## src/core/snc_pkg.sv

```systemverilog
package snc_pkg;

  // ----------------------------------------------------------------
  // register offsets
  // ----------------------------------------------------------------
  localparam logic [7:0] SNC_OFF_NVM_MODE   = 8'h6A;
  localparam logic [7:0] SNC_OFF_IF_SET     = 8'h6B;
  localparam logic [7:0] SNC_OFF_SELFTEST   = 8'h6D;
  localparam logic [7:0] SNC_OFF_PERSIST    = 8'h70;
  localparam logic [7:0] SNC_OFF_X_OFFSET   = 8'h71;
  localparam logic [7:0] SNC_OFF_CMD        = 8'h7E;

  // ----------------------------------------------------------------
  // field positions
  // ----------------------------------------------------------------
  localparam int unsigned SNC_BIT_PROG_EN     = 1;
  localparam int unsigned SNC_BIT_THREE_WIRE  = 0;
  localparam int unsigned SNC_BIT_AUX_MODE    = 4;
  localparam int unsigned SNC_BIT_ST_EN       = 0;
  localparam int unsigned SNC_BIT_ST_SIGN     = 2;
  localparam int unsigned SNC_BIT_ST_AMP      = 3;
  localparam int unsigned SNC_BIT_SPI_EN      = 0;
  localparam int unsigned SNC_BIT_WDT_SEL     = 1;
  localparam int unsigned SNC_BIT_WDT_EN      = 2;
  localparam int unsigned SNC_BIT_OFF_EN      = 3;
  localparam int unsigned SNC_PERSIST_BITS    = 4;

  // ----------------------------------------------------------------
  // reset values and command codes
  // ----------------------------------------------------------------
  localparam logic [7:0] SNC_RST_REG        = 8'h00;
  localparam logic [7:0] SNC_READ_ZERO      = 8'h00;
  localparam logic [7:0] SNC_CMD_NVM_PROG   = 8'hA0;

  // ----------------------------------------------------------------
  // watchdog timing
  // ----------------------------------------------------------------
  localparam longint SNC_CLK_MHZ         = 20;
  localparam longint SNC_WDT_SHORT_NS    = 1_250_000;
  localparam longint SNC_WDT_LONG_NS     = 40_000_000;
  localparam int unsigned SNC_WDT_W      = 20;
  localparam logic [SNC_WDT_W-1:0] SNC_WDT_SHORT_CYC =
    SNC_WDT_W'((SNC_WDT_SHORT_NS * SNC_CLK_MHZ) / 1000);
  localparam logic [SNC_WDT_W-1:0] SNC_WDT_LONG_CYC =
    SNC_WDT_W'((SNC_WDT_LONG_NS * SNC_CLK_MHZ) / 1000);
  localparam logic [SNC_WDT_W-1:0] SNC_WDT_ONE = 20'h00001;
  localparam logic [SNC_WDT_W-1:0] SNC_WDT_ZERO = 20'h00000;

  // ----------------------------------------------------------------
  // types
  // ----------------------------------------------------------------
  typedef struct packed {
    logic       wr;
    logic       rd;
    logic [7:0] addr;
    logic [7:0] wdata;
  } snc_req_s;

  typedef struct packed {
    logic [SNC_PERSIST_BITS-1:0] persist;
    logic [7:0]                  off_x;
  } snc_nvm_img_s;

  typedef struct packed {
    logic en;
    logic positive;
    logic high;
  } snc_st_s;

  typedef struct packed {
    logic             valid;
    logic [1:0][15:0] data;
  } snc_smp_s;

  typedef enum logic [1:0] {
    SNC_NVM_IDLE = 2'b01,
    SNC_NVM_PROG = 2'b10
  } snc_nvm_st_e;

endpackage

```

## src/core/snc_wdt.sv

```systemverilog
`timescale 1ns/100ps
module snc_wdt
  import snc_pkg::*;
#(
  parameter logic [SNC_WDT_W-1:0] SHORT_CYC = SNC_WDT_SHORT_CYC,
  parameter logic [SNC_WDT_W-1:0] LONG_CYC  = SNC_WDT_LONG_CYC
)(
  // clock and reset
  input  wire logic ref_clk,
  input  wire logic rst,
  // pin and control
  input  wire logic serial_data_input_pin,
  input  wire logic i2c_mode,
  input  wire logic wdt_en,
  input  wire logic wdt_long,
  // result
  output logic      timeout_ff
);

  logic                 pin_meta_ff;
  logic                 pin_sync_ff;
  logic [SNC_WDT_W-1:0] cnt_ff;
  logic [SNC_WDT_W-1:0] limit;
  logic                 armed;

  always_ff @(posedge ref_clk or posedge rst)
  begin
    if (rst)
    begin
      pin_meta_ff <= 1'b1;
      pin_sync_ff <= 1'b1;
    end
    else
    begin
      pin_meta_ff <= serial_data_input_pin;
      pin_sync_ff <= pin_meta_ff;
    end
  end

  assign limit = wdt_long ? LONG_CYC : SHORT_CYC;
  assign armed = wdt_en & i2c_mode & ~pin_sync_ff;

  // a line stuck low fires once; the count holds until the line is released
  always_ff @(posedge ref_clk or posedge rst)
  begin
    if (rst)
    begin
      cnt_ff     <= SNC_WDT_ZERO;
      timeout_ff <= 1'b0;
    end
    else
    begin
      timeout_ff <= armed && (cnt_ff == limit - SNC_WDT_ONE);
      if (!armed)
        cnt_ff <= SNC_WDT_ZERO;
      else if (cnt_ff != limit)
        cnt_ff <= cnt_ff + SNC_WDT_ONE;
    end
  end

endmodule

```

## src/core/snc_offset.sv

```systemverilog
`timescale 1ns/100ps
module snc_offset
  import snc_pkg::*;
(
  // clock and reset
  input  wire logic       ref_clk,
  input  wire logic       rst,
  // control
  input  wire logic       add_en,
  input  wire logic [7:0] off_x,
  // samples
  input  wire snc_smp_s   acc_in,
  output snc_smp_s        acc_out_ff
);

  logic [15:0] off_ext;
  logic        valid_ff;
  logic [15:0] data_ff [2];

  assign off_ext = add_en ? {{8{off_x[7]}}, off_x} : 16'h0000;

  always_ff @(posedge ref_clk or posedge rst)
  begin
    if (rst)
      valid_ff <= 1'b0;
    else
      valid_ff <= acc_in.valid;
  end

  // one driver for the whole output word keeps the struct single-sourced
  assign acc_out_ff = {valid_ff, data_ff[1], data_ff[0]};

  // index 0 filtered, index 1 unfiltered; the sum wraps, no saturation
  genvar ch;
  generate
    for (ch = 0; ch < 2; ch++)
    begin : g_ch
      always_ff @(posedge ref_clk or posedge rst)
      begin
        if (rst)
          data_ff[ch] <= 16'h0000;
        else if (acc_in.valid)
          data_ff[ch] <= acc_in.data[ch] + off_ext;
      end
    end
  endgenerate

endmodule

```

## src/core/snc_regs.sv

```systemverilog
`timescale 1ns/100ps
module snc_regs
  import snc_pkg::*;
#(
  parameter logic [SNC_WDT_W-1:0] WDT_SHORT_CYC = SNC_WDT_SHORT_CYC,
  parameter logic [SNC_WDT_W-1:0] WDT_LONG_CYC  = SNC_WDT_LONG_CYC
)(
  // clock and reset
  input  wire logic                   ref_clk,
  input  wire logic                   rst,
  // register port from the serial front end
  input  wire snc_pkg::snc_req_s      reg_req,
  output logic [7:0]                  rdata_ff,
  output logic                        rvalid_ff,
  // nonvolatile memory controller
  input  wire logic                   nvm_load_valid,
  input  wire snc_pkg::snc_nvm_img_s  nvm_load_img,
  input  wire logic                   nvm_done,
  output logic                        nvm_prog_allow_ff,
  output logic                        nvm_prog_start_ff,
  output snc_pkg::snc_nvm_img_s       nvm_prog_img_ff,
  output logic                        nvm_busy_ff,
  // primary and auxiliary interface control
  input  wire logic                   autoconfig_mode,
  input  wire logic                   i2c_mode,
  input  wire logic                   serial_data_input_pin,
  output logic                        three_wire_select_ff,
  output logic                        aux_mag_en_ff,
  output logic                        i2c_disable_ff,
  output logic                        i2c_wdt_timeout_ff,
  // self-test excitation
  output snc_pkg::snc_st_s            selftest_ff,
  // acceleration samples
  input  wire snc_pkg::snc_smp_s      acc_in,
  output snc_pkg::snc_smp_s           acc_out_ff
);

  import snc_pkg::*;

  // ----------------------------------------------------------------
  // storage
  // ----------------------------------------------------------------
  // only the backed bits are kept as a word; other fields sit in named flops
  logic [SNC_PERSIST_BITS-1:0] persist_ff;
  logic [7:0]                  off_x_ff;
  snc_nvm_st_e                 nvm_st_ff;
  snc_nvm_st_e                 nxt_nvm_st;
  logic [7:0]                  nxt_rdata;
  logic                        wr_nvm_mode;
  logic                        wr_if_set;
  logic                        wr_selftest;
  logic                        wr_persist;
  logic                        wr_x_offset;
  logic                        cmd_prog;
  logic                        prog_launch;

  function automatic logic reg_hit(input logic [7:0] addr, input logic [7:0] off);
    reg_hit = (addr == off);
  endfunction

  // ----------------------------------------------------------------
  // write decode
  // ----------------------------------------------------------------
  // unmapped offsets fall through: writes are dropped, reads give zero
  // a read and a write in one cycle return the value held before the write
  assign wr_nvm_mode = reg_req.wr & reg_hit(reg_req.addr, SNC_OFF_NVM_MODE);
  assign wr_if_set   = reg_req.wr & reg_hit(reg_req.addr, SNC_OFF_IF_SET);
  assign wr_selftest = reg_req.wr & reg_hit(reg_req.addr, SNC_OFF_SELFTEST);
  assign wr_persist  = reg_req.wr & reg_hit(reg_req.addr, SNC_OFF_PERSIST);
  assign wr_x_offset = reg_req.wr & reg_hit(reg_req.addr, SNC_OFF_X_OFFSET);
  // only the program code acts here; the command location itself reads as zero
  assign cmd_prog    = reg_req.wr & reg_hit(reg_req.addr, SNC_OFF_CMD)
                     & (reg_req.wdata == SNC_CMD_NVM_PROG);

  // ----------------------------------------------------------------
  // nonvolatile mode control
  // ----------------------------------------------------------------
  always_ff @(posedge ref_clk or posedge rst)
  begin
    if (rst)
      nvm_prog_allow_ff <= SNC_RST_REG[SNC_BIT_PROG_EN];
    else if (wr_nvm_mode)
      nvm_prog_allow_ff <= reg_req.wdata[SNC_BIT_PROG_EN];
  end

  // ----------------------------------------------------------------
  // serial interface settings
  // ----------------------------------------------------------------
  always_ff @(posedge ref_clk or posedge rst)
  begin
    if (rst)
    begin
      three_wire_select_ff <= SNC_RST_REG[SNC_BIT_THREE_WIRE];
      aux_mag_en_ff        <= SNC_RST_REG[SNC_BIT_AUX_MODE];
    end
    else if (wr_if_set)
    begin
      three_wire_select_ff <= reg_req.wdata[SNC_BIT_THREE_WIRE];
      aux_mag_en_ff        <= reg_req.wdata[SNC_BIT_AUX_MODE];
    end
  end

  // ----------------------------------------------------------------
  // self-test control
  // ----------------------------------------------------------------
  always_ff @(posedge ref_clk or posedge rst)
  begin
    if (rst)
    begin
      selftest_ff.en       <= SNC_RST_REG[SNC_BIT_ST_EN];
      selftest_ff.positive <= SNC_RST_REG[SNC_BIT_ST_SIGN];
      selftest_ff.high     <= SNC_RST_REG[SNC_BIT_ST_AMP];
    end
    else if (wr_selftest)
    begin
      selftest_ff.en       <= reg_req.wdata[SNC_BIT_ST_EN];
      selftest_ff.positive <= reg_req.wdata[SNC_BIT_ST_SIGN];
      selftest_ff.high     <= reg_req.wdata[SNC_BIT_ST_AMP];
    end
  end

  // ----------------------------------------------------------------
  // persistent interface options and X offset
  // ----------------------------------------------------------------
  // the boot image load beats a host write landing in the same cycle
  always_ff @(posedge ref_clk or posedge rst)
  begin
    if (rst)
      persist_ff <= SNC_RST_REG[SNC_PERSIST_BITS-1:0];
    else if (nvm_load_valid)
      persist_ff <= nvm_load_img.persist;
    else if (wr_persist)
      persist_ff <= reg_req.wdata[SNC_PERSIST_BITS-1:0];
  end

  always_ff @(posedge ref_clk or posedge rst)
  begin
    if (rst)
      off_x_ff <= SNC_RST_REG;
    else if (nvm_load_valid)
      off_x_ff <= nvm_load_img.off_x;
    else if (wr_x_offset)
      off_x_ff <= reg_req.wdata;
  end

  // registered so the front end sees a clean level
  // the option only matters while the front end is still detecting its mode
  always_ff @(posedge ref_clk or posedge rst)
  begin
    if (rst)
      i2c_disable_ff <= 1'b0;
    else
      i2c_disable_ff <= autoconfig_mode & persist_ff[SNC_BIT_SPI_EN];
  end

  // ----------------------------------------------------------------
  // nvm program sequence
  // ----------------------------------------------------------------
  // a command while locked or busy is dropped silently; software polls busy
  always_comb
  begin
    nxt_nvm_st = nvm_st_ff;
    case (nvm_st_ff)
      SNC_NVM_IDLE:
      begin
        if (cmd_prog && nvm_prog_allow_ff)
          nxt_nvm_st = SNC_NVM_PROG;
      end
      SNC_NVM_PROG:
      begin
        if (nvm_done)
          nxt_nvm_st = SNC_NVM_IDLE;
      end
      default:
        nxt_nvm_st = SNC_NVM_IDLE;
    endcase
  end

  always_ff @(posedge ref_clk or posedge rst)
  begin
    if (rst)
      nvm_st_ff <= SNC_NVM_IDLE;
    else
      nvm_st_ff <= nxt_nvm_st;
  end

  // one decode serves both the start pulse and the image capture, so they agree
  assign prog_launch = (nvm_st_ff == SNC_NVM_IDLE) && (nxt_nvm_st == SNC_NVM_PROG);

  always_ff @(posedge ref_clk or posedge rst)
  begin
    if (rst)
    begin
      nvm_prog_start_ff <= 1'b0;
      nvm_busy_ff       <= 1'b0;
    end
    else
    begin
      nvm_prog_start_ff <= prog_launch;
      nvm_busy_ff       <= (nxt_nvm_st == SNC_NVM_PROG);
    end
  end

  // the image is frozen at the command so later writes cannot tear it
  always_ff @(posedge ref_clk or posedge rst)
  begin
    if (rst)
    begin
      nvm_prog_img_ff.persist <= SNC_RST_REG[SNC_PERSIST_BITS-1:0];
      nvm_prog_img_ff.off_x   <= SNC_RST_REG;
    end
    else if (prog_launch)
    begin
      nvm_prog_img_ff.persist <= persist_ff;
      nvm_prog_img_ff.off_x   <= off_x_ff;
    end
  end

  // ----------------------------------------------------------------
  // read path
  // ----------------------------------------------------------------
  always_comb
  begin
    nxt_rdata = SNC_READ_ZERO;
    // reserved positions keep the zero default, so they always read back as zero
    case (reg_req.addr)
      SNC_OFF_NVM_MODE:
        nxt_rdata[SNC_BIT_PROG_EN] = nvm_prog_allow_ff;
      SNC_OFF_IF_SET:
      begin
        nxt_rdata[SNC_BIT_THREE_WIRE] = three_wire_select_ff;
        nxt_rdata[SNC_BIT_AUX_MODE]   = aux_mag_en_ff;
      end
      SNC_OFF_SELFTEST:
      begin
        nxt_rdata[SNC_BIT_ST_EN]   = selftest_ff.en;
        nxt_rdata[SNC_BIT_ST_SIGN] = selftest_ff.positive;
        nxt_rdata[SNC_BIT_ST_AMP]  = selftest_ff.high;
      end
      SNC_OFF_PERSIST:
        nxt_rdata[SNC_PERSIST_BITS-1:0] = persist_ff;
      SNC_OFF_X_OFFSET:
        nxt_rdata = off_x_ff;
      default:
        nxt_rdata = SNC_READ_ZERO;
    endcase
  end

  always_ff @(posedge ref_clk or posedge rst)
  begin
    if (rst)
    begin
      rdata_ff  <= SNC_READ_ZERO;
      rvalid_ff <= 1'b0;
    end
    else
    begin
      rvalid_ff <= reg_req.rd;
      if (reg_req.rd)
        rdata_ff <= nxt_rdata;
    end
  end

  // ----------------------------------------------------------------
  // watchdog on the data pin
  // ----------------------------------------------------------------
  // the raw pin is synchronised inside the watchdog before any logic reads it
  snc_wdt #(
    .SHORT_CYC (WDT_SHORT_CYC),
    .LONG_CYC  (WDT_LONG_CYC)
  ) u_wdt (
    .ref_clk               (ref_clk),
    .rst                   (rst),
    .serial_data_input_pin (serial_data_input_pin),
    .i2c_mode              (i2c_mode),
    .wdt_en                (persist_ff[SNC_BIT_WDT_EN]),
    .wdt_long              (persist_ff[SNC_BIT_WDT_SEL]),
    .timeout_ff            (i2c_wdt_timeout_ff)
  );

  // ----------------------------------------------------------------
  // offset compensation
  // ----------------------------------------------------------------
  // the enable is a backed bit, so a restored image applies the offset at once
  snc_offset u_offset (
    .ref_clk    (ref_clk),
    .rst        (rst),
    .add_en     (persist_ff[SNC_BIT_OFF_EN]),
    .off_x      (off_x_ff),
    .acc_in     (acc_in),
    .acc_out_ff (acc_out_ff)
  );

endmodule

```

## config.mk

```make
export PLATFORM = sky130hd
export DESIGN_NAME = snc_regs
export DESIGN_NICKNAME = d
export VERILOG_FILES = /design/src/core/snc_pkg.sv /design/src/core/snc_wdt.sv /design/src/core/snc_offset.sv /design/src/core/snc_regs.sv
export SDC_FILE = /design/constraint.sdc
export NUM_CORES = 1
export LEC_CHECK = 0
export BUFFER_PORTS_ARGS = -buffer_cell sky130_fd_sc_hd__buf_2
export CAP_MARGIN = 0
export CORE_ASPECT_RATIO = 1.4
export CORE_MARGIN = 4
export CORE_UTILIZATION = 45
export CTS_BUF_LIST = sky130_fd_sc_hd__clkbuf_2 sky130_fd_sc_hd__clkbuf_4 sky130_fd_sc_hd__clkbuf_8
export DETAILED_ROUTE_END_ITERATION = 7
export GPL_TIMING_DRIVEN = 0
export MAX_ROUTING_LAYER = met4
export PLACE_DENSITY = 0.71
export REMOVE_ABC_BUFFERS = 1
export SYNTH_ARGS = -nofsm -noshare
export SYNTH_HDL_FRONTEND = slang
export SYNTH_SLANG_ARGS = --single-unit
```

## constraint.sdc

```tcl
create_clock -name ref_clk -period 3.1 [get_ports ref_clk]
set_clock_uncertainty 0.1 [all_clocks]
set_input_delay 0.62 -clock ref_clk [delete_from_list [all_inputs] [get_ports ref_clk]]
set_output_delay 0.62 -clock ref_clk [all_outputs]
set_load 0.01 [all_outputs]
```

# == After elaboration in Yosys (flattened, before gate mapping) ==
# Index checks and enable logic that the tools add are counted.
# word_totals
out_inout_bits,64
wordCells,72
reg_bits,100
inputBits,70
# op_classes
bitwise_logic,11
n_addsub,4
n_eq_ne,13
reduce_logical,5
n_mux,16
# op_table
op,count
2-to-1 mux 20 bit,3
equality test 8 x 7 -> 1 bit (second input constant),6
adder 16 bit,2
adder 20 x 1 -> 20 bit (second input constant),1
equality test 20 bit,1
inequality test 20 bit,1
subtractor 20 x 1 -> 20 bit (second input constant),1
2-to-1 mux 16 bit,1
2-to-1 mux 8 bit,2
AND 1 bit,10
equality test 8 bit (second input constant),1
2-to-1 mux 4 bit,2
case mux 2 bit (3 select lines),1
equality test 2 bit (second input constant),2
2-to-1 mux 2 bit,2
case mux 1 bit (4 select lines),1
case mux 2 bit (2 select lines),1
nonzero test 2 bit,2
logical AND 1 bit,3
2-to-1 mux 3 bit,1
case mux 1 bit (3 select lines),1
equality test 2 x 1 -> 1 bit (second input constant),1
inequality test 2 bit (second input constant),1
case mux 1 bit (2 select lines),1
inverter 1 bit,1

# == Depth between registers and ports, before layout ==
# Gate-level depths: netlist of the first run.
# logic_depth
ltp_word,8
mapped_depth,9
depth_no_buf,8

# == By module ==
# A second synthesis of the first run with hierarchy kept.
# hier_totals
hier_cells,805
hier_area_um2,7050.5
# by_module_without_submodules
module,seq_area_each_um2,area_each_um2,cells_per_inst,instances
snc_offset,825.8,3345.7,424,1
snc_regs,1102.3,2412.3,250,1
snc_wdt,578.1,1292.5,131,1

# == Worst setup path after synthesis of the first run ==
# Ideal clock, no wire load.
# synth_timing
path_kind,register -> register
start,reg persist_ff[3]
end,"reg u_offset.data_ff, in the netlist u_offset.acc_out_ff[24]"
arrival_time_ns,2.479
setup_time_ns,0.125
slack_ns,0.396
path_buffers,1
required_time_ns,2.875
path_stages_with_launch,10
period_less_slack_ns,2.704
cell_sequence,dfrtp_1 -> clkbuf_1 -> and2_1 -> ha_1 -> fa_1 -> a21o_1 -> a221oi_1 -> o21ai_0 -> xor2_1 -> mux2_2
# synth_between
elab_chain_cells,2
# synth_rtl
element,line,rtl
from (decl),snc_regs.sv:44,logic [SNC_PERSIST_BITS-1:0] persist_ff;
from (signal assigned),snc_regs.sv:129,persist_ff <= SNC_RST_REG[SNC_PERSIST_BITS-1:0];
from (signal assigned),snc_regs.sv:131,persist_ff <= nvm_load_img.persist;
from (signal assigned),snc_regs.sv:133,persist_ff <= reg_req.wdata[SNC_PERSIST_BITS-1:0];
2-to-1 mux 16 bit,snc_offset.sv:20,"assign off_ext = add_en ? {{8{off_x[7]}}, off_x} : 16'h0000;"
adder 16 bit,snc_offset.sv:43,data_ff[ch] <= acc_in.data[ch] + off_ext;
"to (signal, indexed assignment)",snc_offset.sv:43,
to (decl),snc_offset.sv:18,logic [15:0] data_ff [2];
# Every way passes these cells.
# A chain may end at the register's enable or synchronous reset.

# == Worst setup path after layout of the first run ==
# layout_timing
start,reg persist_ff[3]
end,"reg u_offset.data_ff, in the netlist u_offset.acc_out_ff[14]"
# The elaborated chain is that of the path after synthesis.

==> metrics.yaml, run 1 <==
crit_fanout: 13
grt_pass1_vias: 5155
viasPerCell: 5.60
die_height_um: 144
power.total_w: 0.00313
setup_viol: 0
hp-class: "primary input to asynchronous set/reset pin"
synth_edf_count: 0
clk_pin_slew_ns: 0.10
drtIter0Drc: 223
rr_startpoint: "persist_ff[3]"
cts.sinks: 100
diodes: 0
arrival_ns: 3.08
synth_cell_types: 72
yosysSeqAreaShare_pct: 41.9
status: "complete, no violations"
maxSlewViolCount: 0
avgSynthCellArea_um2: 9.76
layout-drive-gt1-share_pct: 27.8
syn-cell-area_um2: 5980
antenna_left: 0
timing.hold.ws_ns: 0.133
cts_made_buffers: 9
insertion_delay_ns: 0.38
drc: 0
comb_power_share_pct: 24.1
synthArstFlopShare_pct: 100
ys.flop_type: "dfrtp_1"
leakage_nw: 3.41
irDropWorstVdd_mv: 0.238
seq_power_share_pct: 48.2
antenna_found_initial: 0
cts_buffer_depth: 2
grt_pass1_wl_mm: 25.4
fmax_ghz: 0.344
dpl.hpwl_mm: 11.7
tightest_slew_ns: 1.01
rows: 49
ys_warn_count: 0
overflow: 0
area_growth_pct: 17.6
worstReg2RegEnd: "u_offset.acc_out_ff[14]"
period_needed_ns: 2.91
finalWirelength_mm: 15.5
cts_tree: "yes"
start_util_pct: 46.2
ff2ff_setup_slack_ns: 0.19
htree_levels: 3
max_slew_margin_pct: 32.5
internal_power_w: 0.00215
post-place-cells: 900
grt_usage_pct: 21.4
grt_max_degree: 69
end_kind: "register"
max_stage_delay_ns: 0.50
sw_frac_of_total_pct: 31.3
layout_commonest_cell: "buf_2"
critPathBufInv: 0
finalHoldViolCount: 0
cts_root_buf: "clkbuf_8"
cp_cell_sequence: "and2_1 -> ha_1 -> fa_1 -> a21o_1 -> a221oi_2 -> o211ai_1 -> and3_1 -> or3_1"
fp.dieArea_um2: 15200
pwr-share-clk_pct: 27.7
ioPinCount: 134
drt_pass1_iterations: 5
maxCapViolCount: 0
io_buffers: 133
path_class: "register to register"
p_per_area_nw_per_um2: 445
fin_crit_sh_pct: 93.9
cpMaxStageDelayCell: "dfrtp_2"
wl_per_cell_um: 16.9
ys_seq_elements: 100
r2r_cells: 8
power_switching_w: 0.000982
cp_top_family: "compound AO/OA/AOI/OAI gates"
core_area_um2: 12900
finalNonFillerCells: 918
crit_path_start_kind: "register"
vias: 5145
rsz0062_at_grt: "false"
final_cell_mix: "buf_2, dfrtp_1, nand2_1"
cp.required_ns: 3.27
gp_congestion: 0.898
final_nets: 841
syn_inst: 613
die_w_um: 105
[layer usage]
metal	global-route usage (%)	routed length [um]
met5	-	0
met2	36.6	7870
met1	25.3	6330
met4	8.98	378
met3	3.17	894
[worst max path at each step]
stage,to,cells past startpoint,slack (ns),start
2_1_floorplan,aux_mag_en_ff,1,-0.23,rst
3_3_place_gp,nvm_prog_img_ff[8],2,-1.48,rst
3_5_place_dp,u_offset.acc_out_ff[31],8,-0.09,persist_ff[3]
4_1_cts,u_offset.acc_out_ff[24],8,0.0004,persist_ff[3]
5_1_grt,u_offset.acc_out_ff[14],8,0.04,persist_ff[3]
6_report,u_offset.acc_out_ff[14],8,0.19,persist_ff[3]
[registers in the layout, indices dropped and copies added (netlist names)]
register	cells
u_offset.valid_ff	1
nvm_prog_allow_ff	1
nvm_busy_ff	1
u_wdt.cnt_ff	20
u_wdt.timeout_ff	1
rdata_ff	8
three_wire_select_ff	1
selftest_ff	3
u_wdt.pin_sync_ff	1
off_x_ff	8
nvm_st_ff	2
rvalid_ff	1
u_offset.acc_out_ff	32
nvm_prog_start_ff	1
persist_ff	4
aux_mag_en_ff	1
u_wdt.pin_meta_ff	1
i2c_disable_ff	1
nvm_prog_img_ff	12
[synthesized netlist by cell type, drive strengths merged (3+ instances only)]
master  number  area [um^2]
a211o        5         43.8
a211oi       4         30.0
a21boi       4         30.0
a21o        10         75.1
a21oi       35          175
a22oi        3         22.5
a31oi        6         37.5
and2        10         62.6
and3        10         62.6
and4         7         62.6
buf          5         37.5
clkbuf      20         75.1
dfrtp       97         2430
dfstp        3         78.8
ha          34          425
inv         26         97.6
mux2        31          349
mux2i       13          130
nand2       55          206
nand2b       5         31.3
nand3       18         95.1
nand4        9         56.3
nor2        43          164
nor2b        6         37.5
nor3        15         75.1
o211ai       5         37.5
o21a         9         67.6
o21ai       33          165
o22ai        3         18.8
o311ai       4         35.0
o31ai        8         60.1
or3          4         25.0
or3b         3         26.3
xnor2       17          149
xor2         9         78.8
[layout make-up]
cell class / count / area (um^2)
sequential: 100 / 2510
fill: 1173 / 5900
clock buffer: 10 / 138
timing repair buffer: 136 / 721
tap: 178 / 223
multi-input combinational: 462 / 3280
clock inverter: 6 / 61.3
inverter: 26 / 104
[power groups by stage]
stage                     combinational [W]  sequential, W  clock (W)
after floorplan                    0.000420        0.00156          0
after global placement             0.000712        0.00153          0
after detailed placement           0.000744        0.00154          0
after CTS                          0.000754        0.00151   0.000891
after global routing               0.000840        0.00153   0.000956
final                              0.000755        0.00151   0.000867
[kinds of logic after synthesis]
kind of cell,Yosys count,synth area share [%]
compound gates,155,17.6
xor+xnor,26,3.81
fa+ha+maj,36,7.78
buf+inv,51,3.51
flops,100,41.9
mux,44,8.01
simple gates,201,17.4
[stage by stage]
| step | TNS [ns] | utilization [%] | area [um^2] | worst slack [ns] |
|---|---|---|---|---|
| final | 0 | 54.4 | 7040 | 0.189 |
| after global routing | 0 | 54.4 | 7040 | 0.0393 |
| after CTS | 0 | 54.3 | 7020 | 0.000356 |
| after detailed placement | -0.170 | 52.5 | 6790 | -0.0912 |
| after global placement | -143.87 | 52.2 | 6760 | -1.48 |
| after floorplan | -22.68 | - | 5870 | -0.234 |
[worst register-to-register path, cell delays in order (launching register included)]
cell      delay [ns]
dfrtp_2         0.50
and2_1          0.22
ha_1            0.22
fa_1            0.41
a21o_1          0.21
a221oi_2        0.34
o211ai_1        0.26
and3_1          0.23
or3_1           0.31
[what timing repair did]
action | in CTS | in global routing
resized for setup | 2 | 3
setup buffers | 2 | 0
endpoints found under the setup margin | 2 | 8
hold buffers | 0 | 0
(Power assumes the default switching activity.)
==> run 2, diff against run 1 <==
==> constraint.sdc (replaced) <==
create_clock -name ref_clk -period 3.1 [get_ports ref_clk]
set_clock_uncertainty 0.1 [all_clocks]
set_input_delay 0.31 -clock ref_clk [delete_from_list [all_inputs] [get_ports ref_clk]]
set_output_delay 0.31 -clock ref_clk [all_outputs]
set_load 0.01 [all_outputs]
==> metrics.yaml, run 2 (synthesized netlist as in run 1, its figures left out) <==
status: "complete, no violations"
drc: 0  # unchanged
antenna_found_initial: 0  # unchanged
insertion_delay_ns: 0.38  # about the same
wl_per_cell_um: 16.8  # -0.40%
gp_congestion: 0.898  # unchanged
rows: 49  # unchanged
area_growth_pct: 18.0
maxCapViolCount: 0  # unchanged
fin_crit_sh_pct: 94.0  # +0.13 points
start_util_pct: 46.2  # unchanged
use_met1_pct: 25.4  # +0.057 points
cts_buffer_depth: 2  # unchanged
internal_power_w: 0.00215  # about the same
max_slew_margin_pct: 32.0  # -0.44 points
layout_commonest_cell: "buf_2"
crit_fanout: 15  # +2
cp.required_ns: 3.27  # about the same
layout-drive-gt1-share_pct: 27.8  # -0.075 points
power_switching_w: 0.000980  # -0.12%
overflow: 0  # unchanged
cts.sinks: 100  # unchanged
design_area_um2: 7060  # +0.28%
period_needed_ns: 2.91  # +0.00389 ns
hp-class: "primary input to register"
grt_max_degree: 69  # unchanged
fmax_ghz: 0.343  # -0.13%
maxSlewViolCount: 0  # unchanged
grt_usage_pct: 21.4  # about the same
setup_viol: 0  # unchanged
leakage_nw: 3.42  # +0.25%
finalWirelength_mm: 15.4  # -0.19%
htree_levels: 3  # unchanged
core_area_um2: 12900  # unchanged
vias: 5178  # +0.64%
diodes: 0  # unchanged
final_cell_mix: "buf_2, dfrtp_1, nand2_1"
max_stage_delay_ns: 0.49  # about the same
dpl.hpwl_mm: 11.7  # unchanged
drtIter0Drc: 223  # unchanged
rsz0062_at_grt: "false"
irDropWorstVdd_mv: 0.237  # -0.57%
top_usage_layer: "met2"
end_kind: "register"
arrival_ns: 3.09  # about the same
sw_frac_of_total_pct: 31.3  # -0.043 points
fp.dieArea_um2: 15200  # unchanged
tightest_slew_ns: 1.02  # +0.00657 ns
die_w_um: 105  # unchanged
largest_reg_flops: 32  # unchanged
crit_path_start_kind: "register"
grt_pass1_vias: 5163  # +0.16%
viasPerCell: 5.63  # +0.42%
p_per_area_nw_per_um2: 444  # -0.27%
placed_area_um2: 6790  # unchanged
drt_pass1_iterations: 4  # -1
antenna_left: 0  # unchanged
cp_cell_sequence: "nand2_1 -> clkinvlp_4 -> buf_12 -> ha_1 -> and4_1 -> and2_1 -> o41a_1 -> o21a_1 -> o31a_1"
comb_power_share_pct: 24.2  # about the same
cts_root_buf: "clkbuf_8"
finalHoldViolCount: 0  # unchanged
gr-usage-met3_pct: 3.17  # unchanged
io_buffers: 133  # unchanged
grt_pass1_wl_mm: 25.4  # +0.13%
seq_power_share_pct: 48.2  # about the same
path_class: "register to register"
grt_use_met2_pct: 36.6  # unchanged
clk_pin_slew_ns: 0.10  # about the same
cpMaxStageDelayCell: "dfrtp_1"
die_height_um: 144  # unchanged
ioPinCount: 134  # unchanged
cts_made_buffers: 9  # unchanged
setup_tns_ns: 0  # unchanged
cts_tree: "yes"
pwr-share-clk_pct: 27.6  # about the same
final_nets: 843  # +0.24%
num-fill-cells: 1173  # unchanged
[run 2: changes by cell type in the layout (fill, tap and decap cells not counted), sizes merged]
| cell | previous run | this run |
|---|---|---|
| dlygate4sd3 | 0 | 2 |
[run 2: final timing paths]
path / depth (start not counted) / slack, ns / end / startpoint
min in group asynchronous: 3 / 0.37 / nvm_busy_ff / rst
worst max register to register: 9 / 0.19 / u_offset.acc_out_ff[15] / off_x_ff[7]
worst min register to register: 0 / 0.26 / u_wdt.pin_sync_ff / u_wdt.pin_meta_ff
worst min-delay path: 3 / 0.03 / persist_ff[0] / nvm_load_img[8]
worst max-delay path: 9 / 0.19 / u_offset.acc_out_ff[15] / off_x_ff[7]
max in group asynchronous: 4 / 1.81 / persist_ff[3] / rst
[run 2: metal layers]
metal | routed length (um) | up-vias
met5 | 0 | -
met4 | 387 | 0
met3 | 887 | 25
met2 | 7820 | 177
met1 | 6350 | 2483
li1 | - | 2493
[run 2: per-stage QoR]
stage | util, % | total power [W] | hold WS (ns) | setup slack (ns) | instances
floorplan | - | 0.00198 | 0.214 | 0.0762 | 588
global placement | 52.2 | 0.00224 | 0.246 | -1.17 | 899
detailed placement | 52.5 | 0.00228 | 0.247 | -0.0912 | 900
CTS | 54.4 | 0.00316 | 0.0173 | 0.000356 | 920
global route | 54.5 | 0.00332 | 0.0319 | 0.0393 | 920
finish | 54.5 | 0.00313 | 0.0333 | 0.185 | 920
[run 2: power by group through the flow]
stage,registers [W],clock network [W],logic [W]
after global placement,0.00153,0,0.000712
after global routing,0.00153,0.000956,0.000843
after floorplan,0.00156,0,0.000420
after CTS,0.00151,0.000891,0.000756
after detailed placement,0.00154,0,0.000744
final,0.00151,0.000866,0.000757
[run 2: what timing repair did]
action	CTS	global route
hold endpoints to repair	30	0
hold buffers	2	0
resized for setup	2	3
setup buffers	2	0
endpoints found under the setup margin	2	8
[run 2: layout make-up]
| type | count | area, um^2 | share of cell area, % |
|---|---|---|---|
| Sequential cell | 100 | 2510 | 35.5 |
| Tap cell | 178 | 223 | 3.16 |
| Inverter | 26 | 104 | 1.47 |
| Multi-Input combinational cell | 462 | 3280 | 46.5 |
| Clock buffer | 10 | 138 | 1.95 |
| Clock inverter | 6 | 61.3 | 0.869 |
| Timing Repair Buffer | 138 | 741 | 10.5 |
[run 2: worst max-delay path, delay by kind of cell, from the launching register on]
family                   cells  cell delay (ns)
AO/OA/AOI/OAI                3             0.89
adder cells (fa/ha/maj)      1             0.38
buffers and inverters        2             0.29
flip-flops                   1             0.49
AND/OR/NAND/NOR              3             0.66
==> run 3, diff against run 2 <==
--- a/config.mk
+++ b/config.mk
@@ -14,7 +14,7 @@
 export DETAILED_ROUTE_END_ITERATION = 7
 export GPL_TIMING_DRIVEN = 0
 export MAX_ROUTING_LAYER = met4
-export PLACE_DENSITY = 0.71
+export PLACE_DENSITY = 0.68
 export REMOVE_ABC_BUFFERS = 1
 export SYNTH_ARGS = -nofsm -noshare
 export SYNTH_HDL_FRONTEND = slang
==> constraint.sdc (replaced) <==
create_clock -name ref_clk -period 2.9 [get_ports ref_clk]
set_clock_uncertainty 0.1 [all_clocks]
set_input_delay 0.29 -clock ref_clk [delete_from_list [all_inputs] [get_ports ref_clk]]
set_output_delay 0.29 -clock ref_clk [all_outputs]
set_load 0.01 [all_outputs]
==> metrics.yaml, run 3 (synthesized netlist as in run 1, its figures left out) <==
status: "complete, no violations"
drt_pass1_iterations: 5  # +1
irDropWorstVdd_mv: 0.272  # +15%
multi_input_area_um2: 3330  # +1.4%
cts_buffer_depth: 2  # unchanged
dpl.hpwl_mm: 11.5  # -1.7%
hp-class: "primary input to register"
core_area_um2: 12900  # unchanged
crit_fanout: 6  # -9
antenna_found_initial: 0  # unchanged
end_kind: "register"
viasPerCell: 5.62  # -0.19%
crit_start: "persist_ff[3]"
wl_per_cell_um: 16.6  # -1.4%
tightest_slew_ns: 1.00  # -0.0186 ns
worstReg2RegEnd: "u_offset.acc_out_ff[14]"
timing.hold.ws_ns: 0.0230  # -0.0103 ns
antenna_left: 0  # unchanged
rr_startpoint: "persist_ff[3]"
critPathBufInv: 0  # -2
layout_commonest_cell: "buf_2"
power.total_w: 0.00329  # +5.1%
leakage_nw: 3.43  # +0.30%
grt_pass1_vias: 5262  # +1.9%
crit_path_start_kind: "register"
cts.sinks: 100  # unchanged
grt_max_degree: 74  # +7.2%
cts_root_buf: "clkbuf_8"
grt_pass1_wl_mm: 25.5  # +0.41%
period_needed_ns: 2.80  # -0.110 ns
area_growth_pct: 19.1
max_stage_delay_ns: 0.48  # about the same
ff2ff_setup_slack_ns: 0.1  # -0.09 ns
dp_slack_ns: -0.319  # -0.228 ns
utilization_pct: 55.0  # +0.50 points
p_per_area_nw_per_um2: 463  # +4.2%
htree_levels: 3  # unchanged
setup_tns_ns: 0  # unchanged
drtIter0Drc: 217  # -2.7%
finalHoldViolCount: 0  # unchanged
gp_congestion: 0.890  # -0.87%
num-fill-cells: 1162  # -0.94%
finalWirelength_mm: 15.3  # -0.82%
hold_depth: 2  # -1
setup_viol: 0  # unchanged
fmax_ghz: 0.357  # +3.9%
insertion_delay_ns: 0.37  # about the same
seqCellArea_um2: 2510  # about the same
fp.dieArea_um2: 15200  # unchanged
cp_cell_sequence: "and2_1 -> ha_1 -> fa_1 -> a21o_1 -> a221oi_4 -> o211ai_1 -> and3_1 -> or3_1"
maxCapViolCount: 0  # unchanged
final_nets: 848  # +0.59%
final_cell_mix: "buf_2, dfrtp_1, nand2_1"
finalWorstSetupSlack_ns: 0.0954  # -0.0898 ns
cp_top_family: "compound AO/OA/AOI/OAI gates"
die_height_um: 144  # unchanged
layout-drive-gt1-share_pct: 29.3  # +1.6 points
max_slew_margin_pct: 33.3  # +1.2 points
largest_reg_flops: 32  # unchanged
cts_tree: "yes"
rows: 49  # unchanged
cp_num_cells: 8  # -1
r2r_cells: 8  # -1
crit_end: "u_offset.acc_out_ff[14]"
path_class: "register to register"
fin_crit_sh_pct: 96.7  # +2.7 points
drc: 0  # unchanged
grt_usage_pct: 21.3  # -0.14 points
arrival_ns: 2.96  # -0.13 ns
die_w_um: 105  # unchanged
ioPinCount: 134  # unchanged
start_util_pct: 46.2  # unchanged
cp.required_ns: 3.05  # -0.22 ns
vias: 5196  # +0.35%
overflow: 0  # unchanged
maxSlewViolCount: 0  # unchanged
cpMaxStageDelayCell: "dfrtp_2"
io_buffers: 133  # unchanged
cts_made_buffers: 9  # unchanged
diodes: 0  # unchanged
clk_pin_slew_ns: 0.10  # about the same
-- run 3: cell count changes in the layout (fill, tap and decap cells not counted), moves of 2 or more --
cell      delta
a21oi_1      -3
a21oi_2      +3
a221oi_2     -2
a221oi_4     +2
buf_4        +4
clkinv_2     -2
clkinv_4     +3
ha_1         -3
ha_2         +3
-- run 3: worst min-delay path by stage --
| stage | from | end | slack [ns] |
|---|---|---|---|
| 2_1_floorplan | serial_data_input_pin | u_wdt.pin_meta_ff | 0.19 |
| 3_3_place_gp | u_wdt.pin_meta_ff | u_wdt.pin_sync_ff | 0.25 |
| 3_5_place_dp | rst | u_offset.acc_out_ff[27] | 0.23 |
| 4_1_cts | autoconfig_mode | i2c_disable_ff | 0.004 |
| 5_1_grt | nvm_load_img[2] | off_x_ff[2] | 0.03 |
| 6_report | autoconfig_mode | i2c_disable_ff | 0.02 |
-- run 3: what timing repair did --
item | in CTS | in global routing
resized for setup | 4 | 12
buffers inserted | 3 | 4
endpoints found under the hold margin | 28 | 0
pin swaps | 1 | 2
setup endpoints to repair | 8 | 9
hold buffers | 2 | 0
-- run 3: power breakdown --
group / total [W] / internal [W] / switching [W]
clock network: 0.000849 / 0.000324 / 0.000525
logic: 0.000831 / 0.000370 / 0.000460
registers: 0.00161 / 0.00152 / 0.0000903
-- run 3: cell type report --
type / instances / area share (%)
timing repair buffer: 143 / 10.9
inverter: 26 / 1.46
clock buffer: 9 / 1.74
multi-input combinational: 462 / 46.7
tap: 178 / 3.13
sequential: 100 / 35.2
clock inverter: 7 / 0.826
-- run 3: routing by layer --
metal  track usage (%)  part of all wire (%)  up-vias
met5                 -                     0        -
li1                  -                     -     2499
met1              25.6                    42     2519
met4              7.05                   1.5        0
met2              36.7                    50      158
met3              3.31                   6.0       20
-- run 3: stage by stage --
stage / std cells / instance area [um^2]
3_3_place_gp: 899 / 6760
2_1_floorplan: 588 / 5870
6_report: 925 / 7120
5_1_grt: 925 / 7120
4_1_cts: 921 / 7040
3_5_place_dp: 900 / 6790
-- run 3: worst reg2reg max path: stages, from the launching register on --
cell and delay, ns:
dfrtp_2 0.48, and2_1 0.21, ha_1 0.23, fa_1 0.41, a21o_1 0.22, a221oi_4 0.30, o211ai_1 0.23, and3_1 0.21
or3_1 0.29
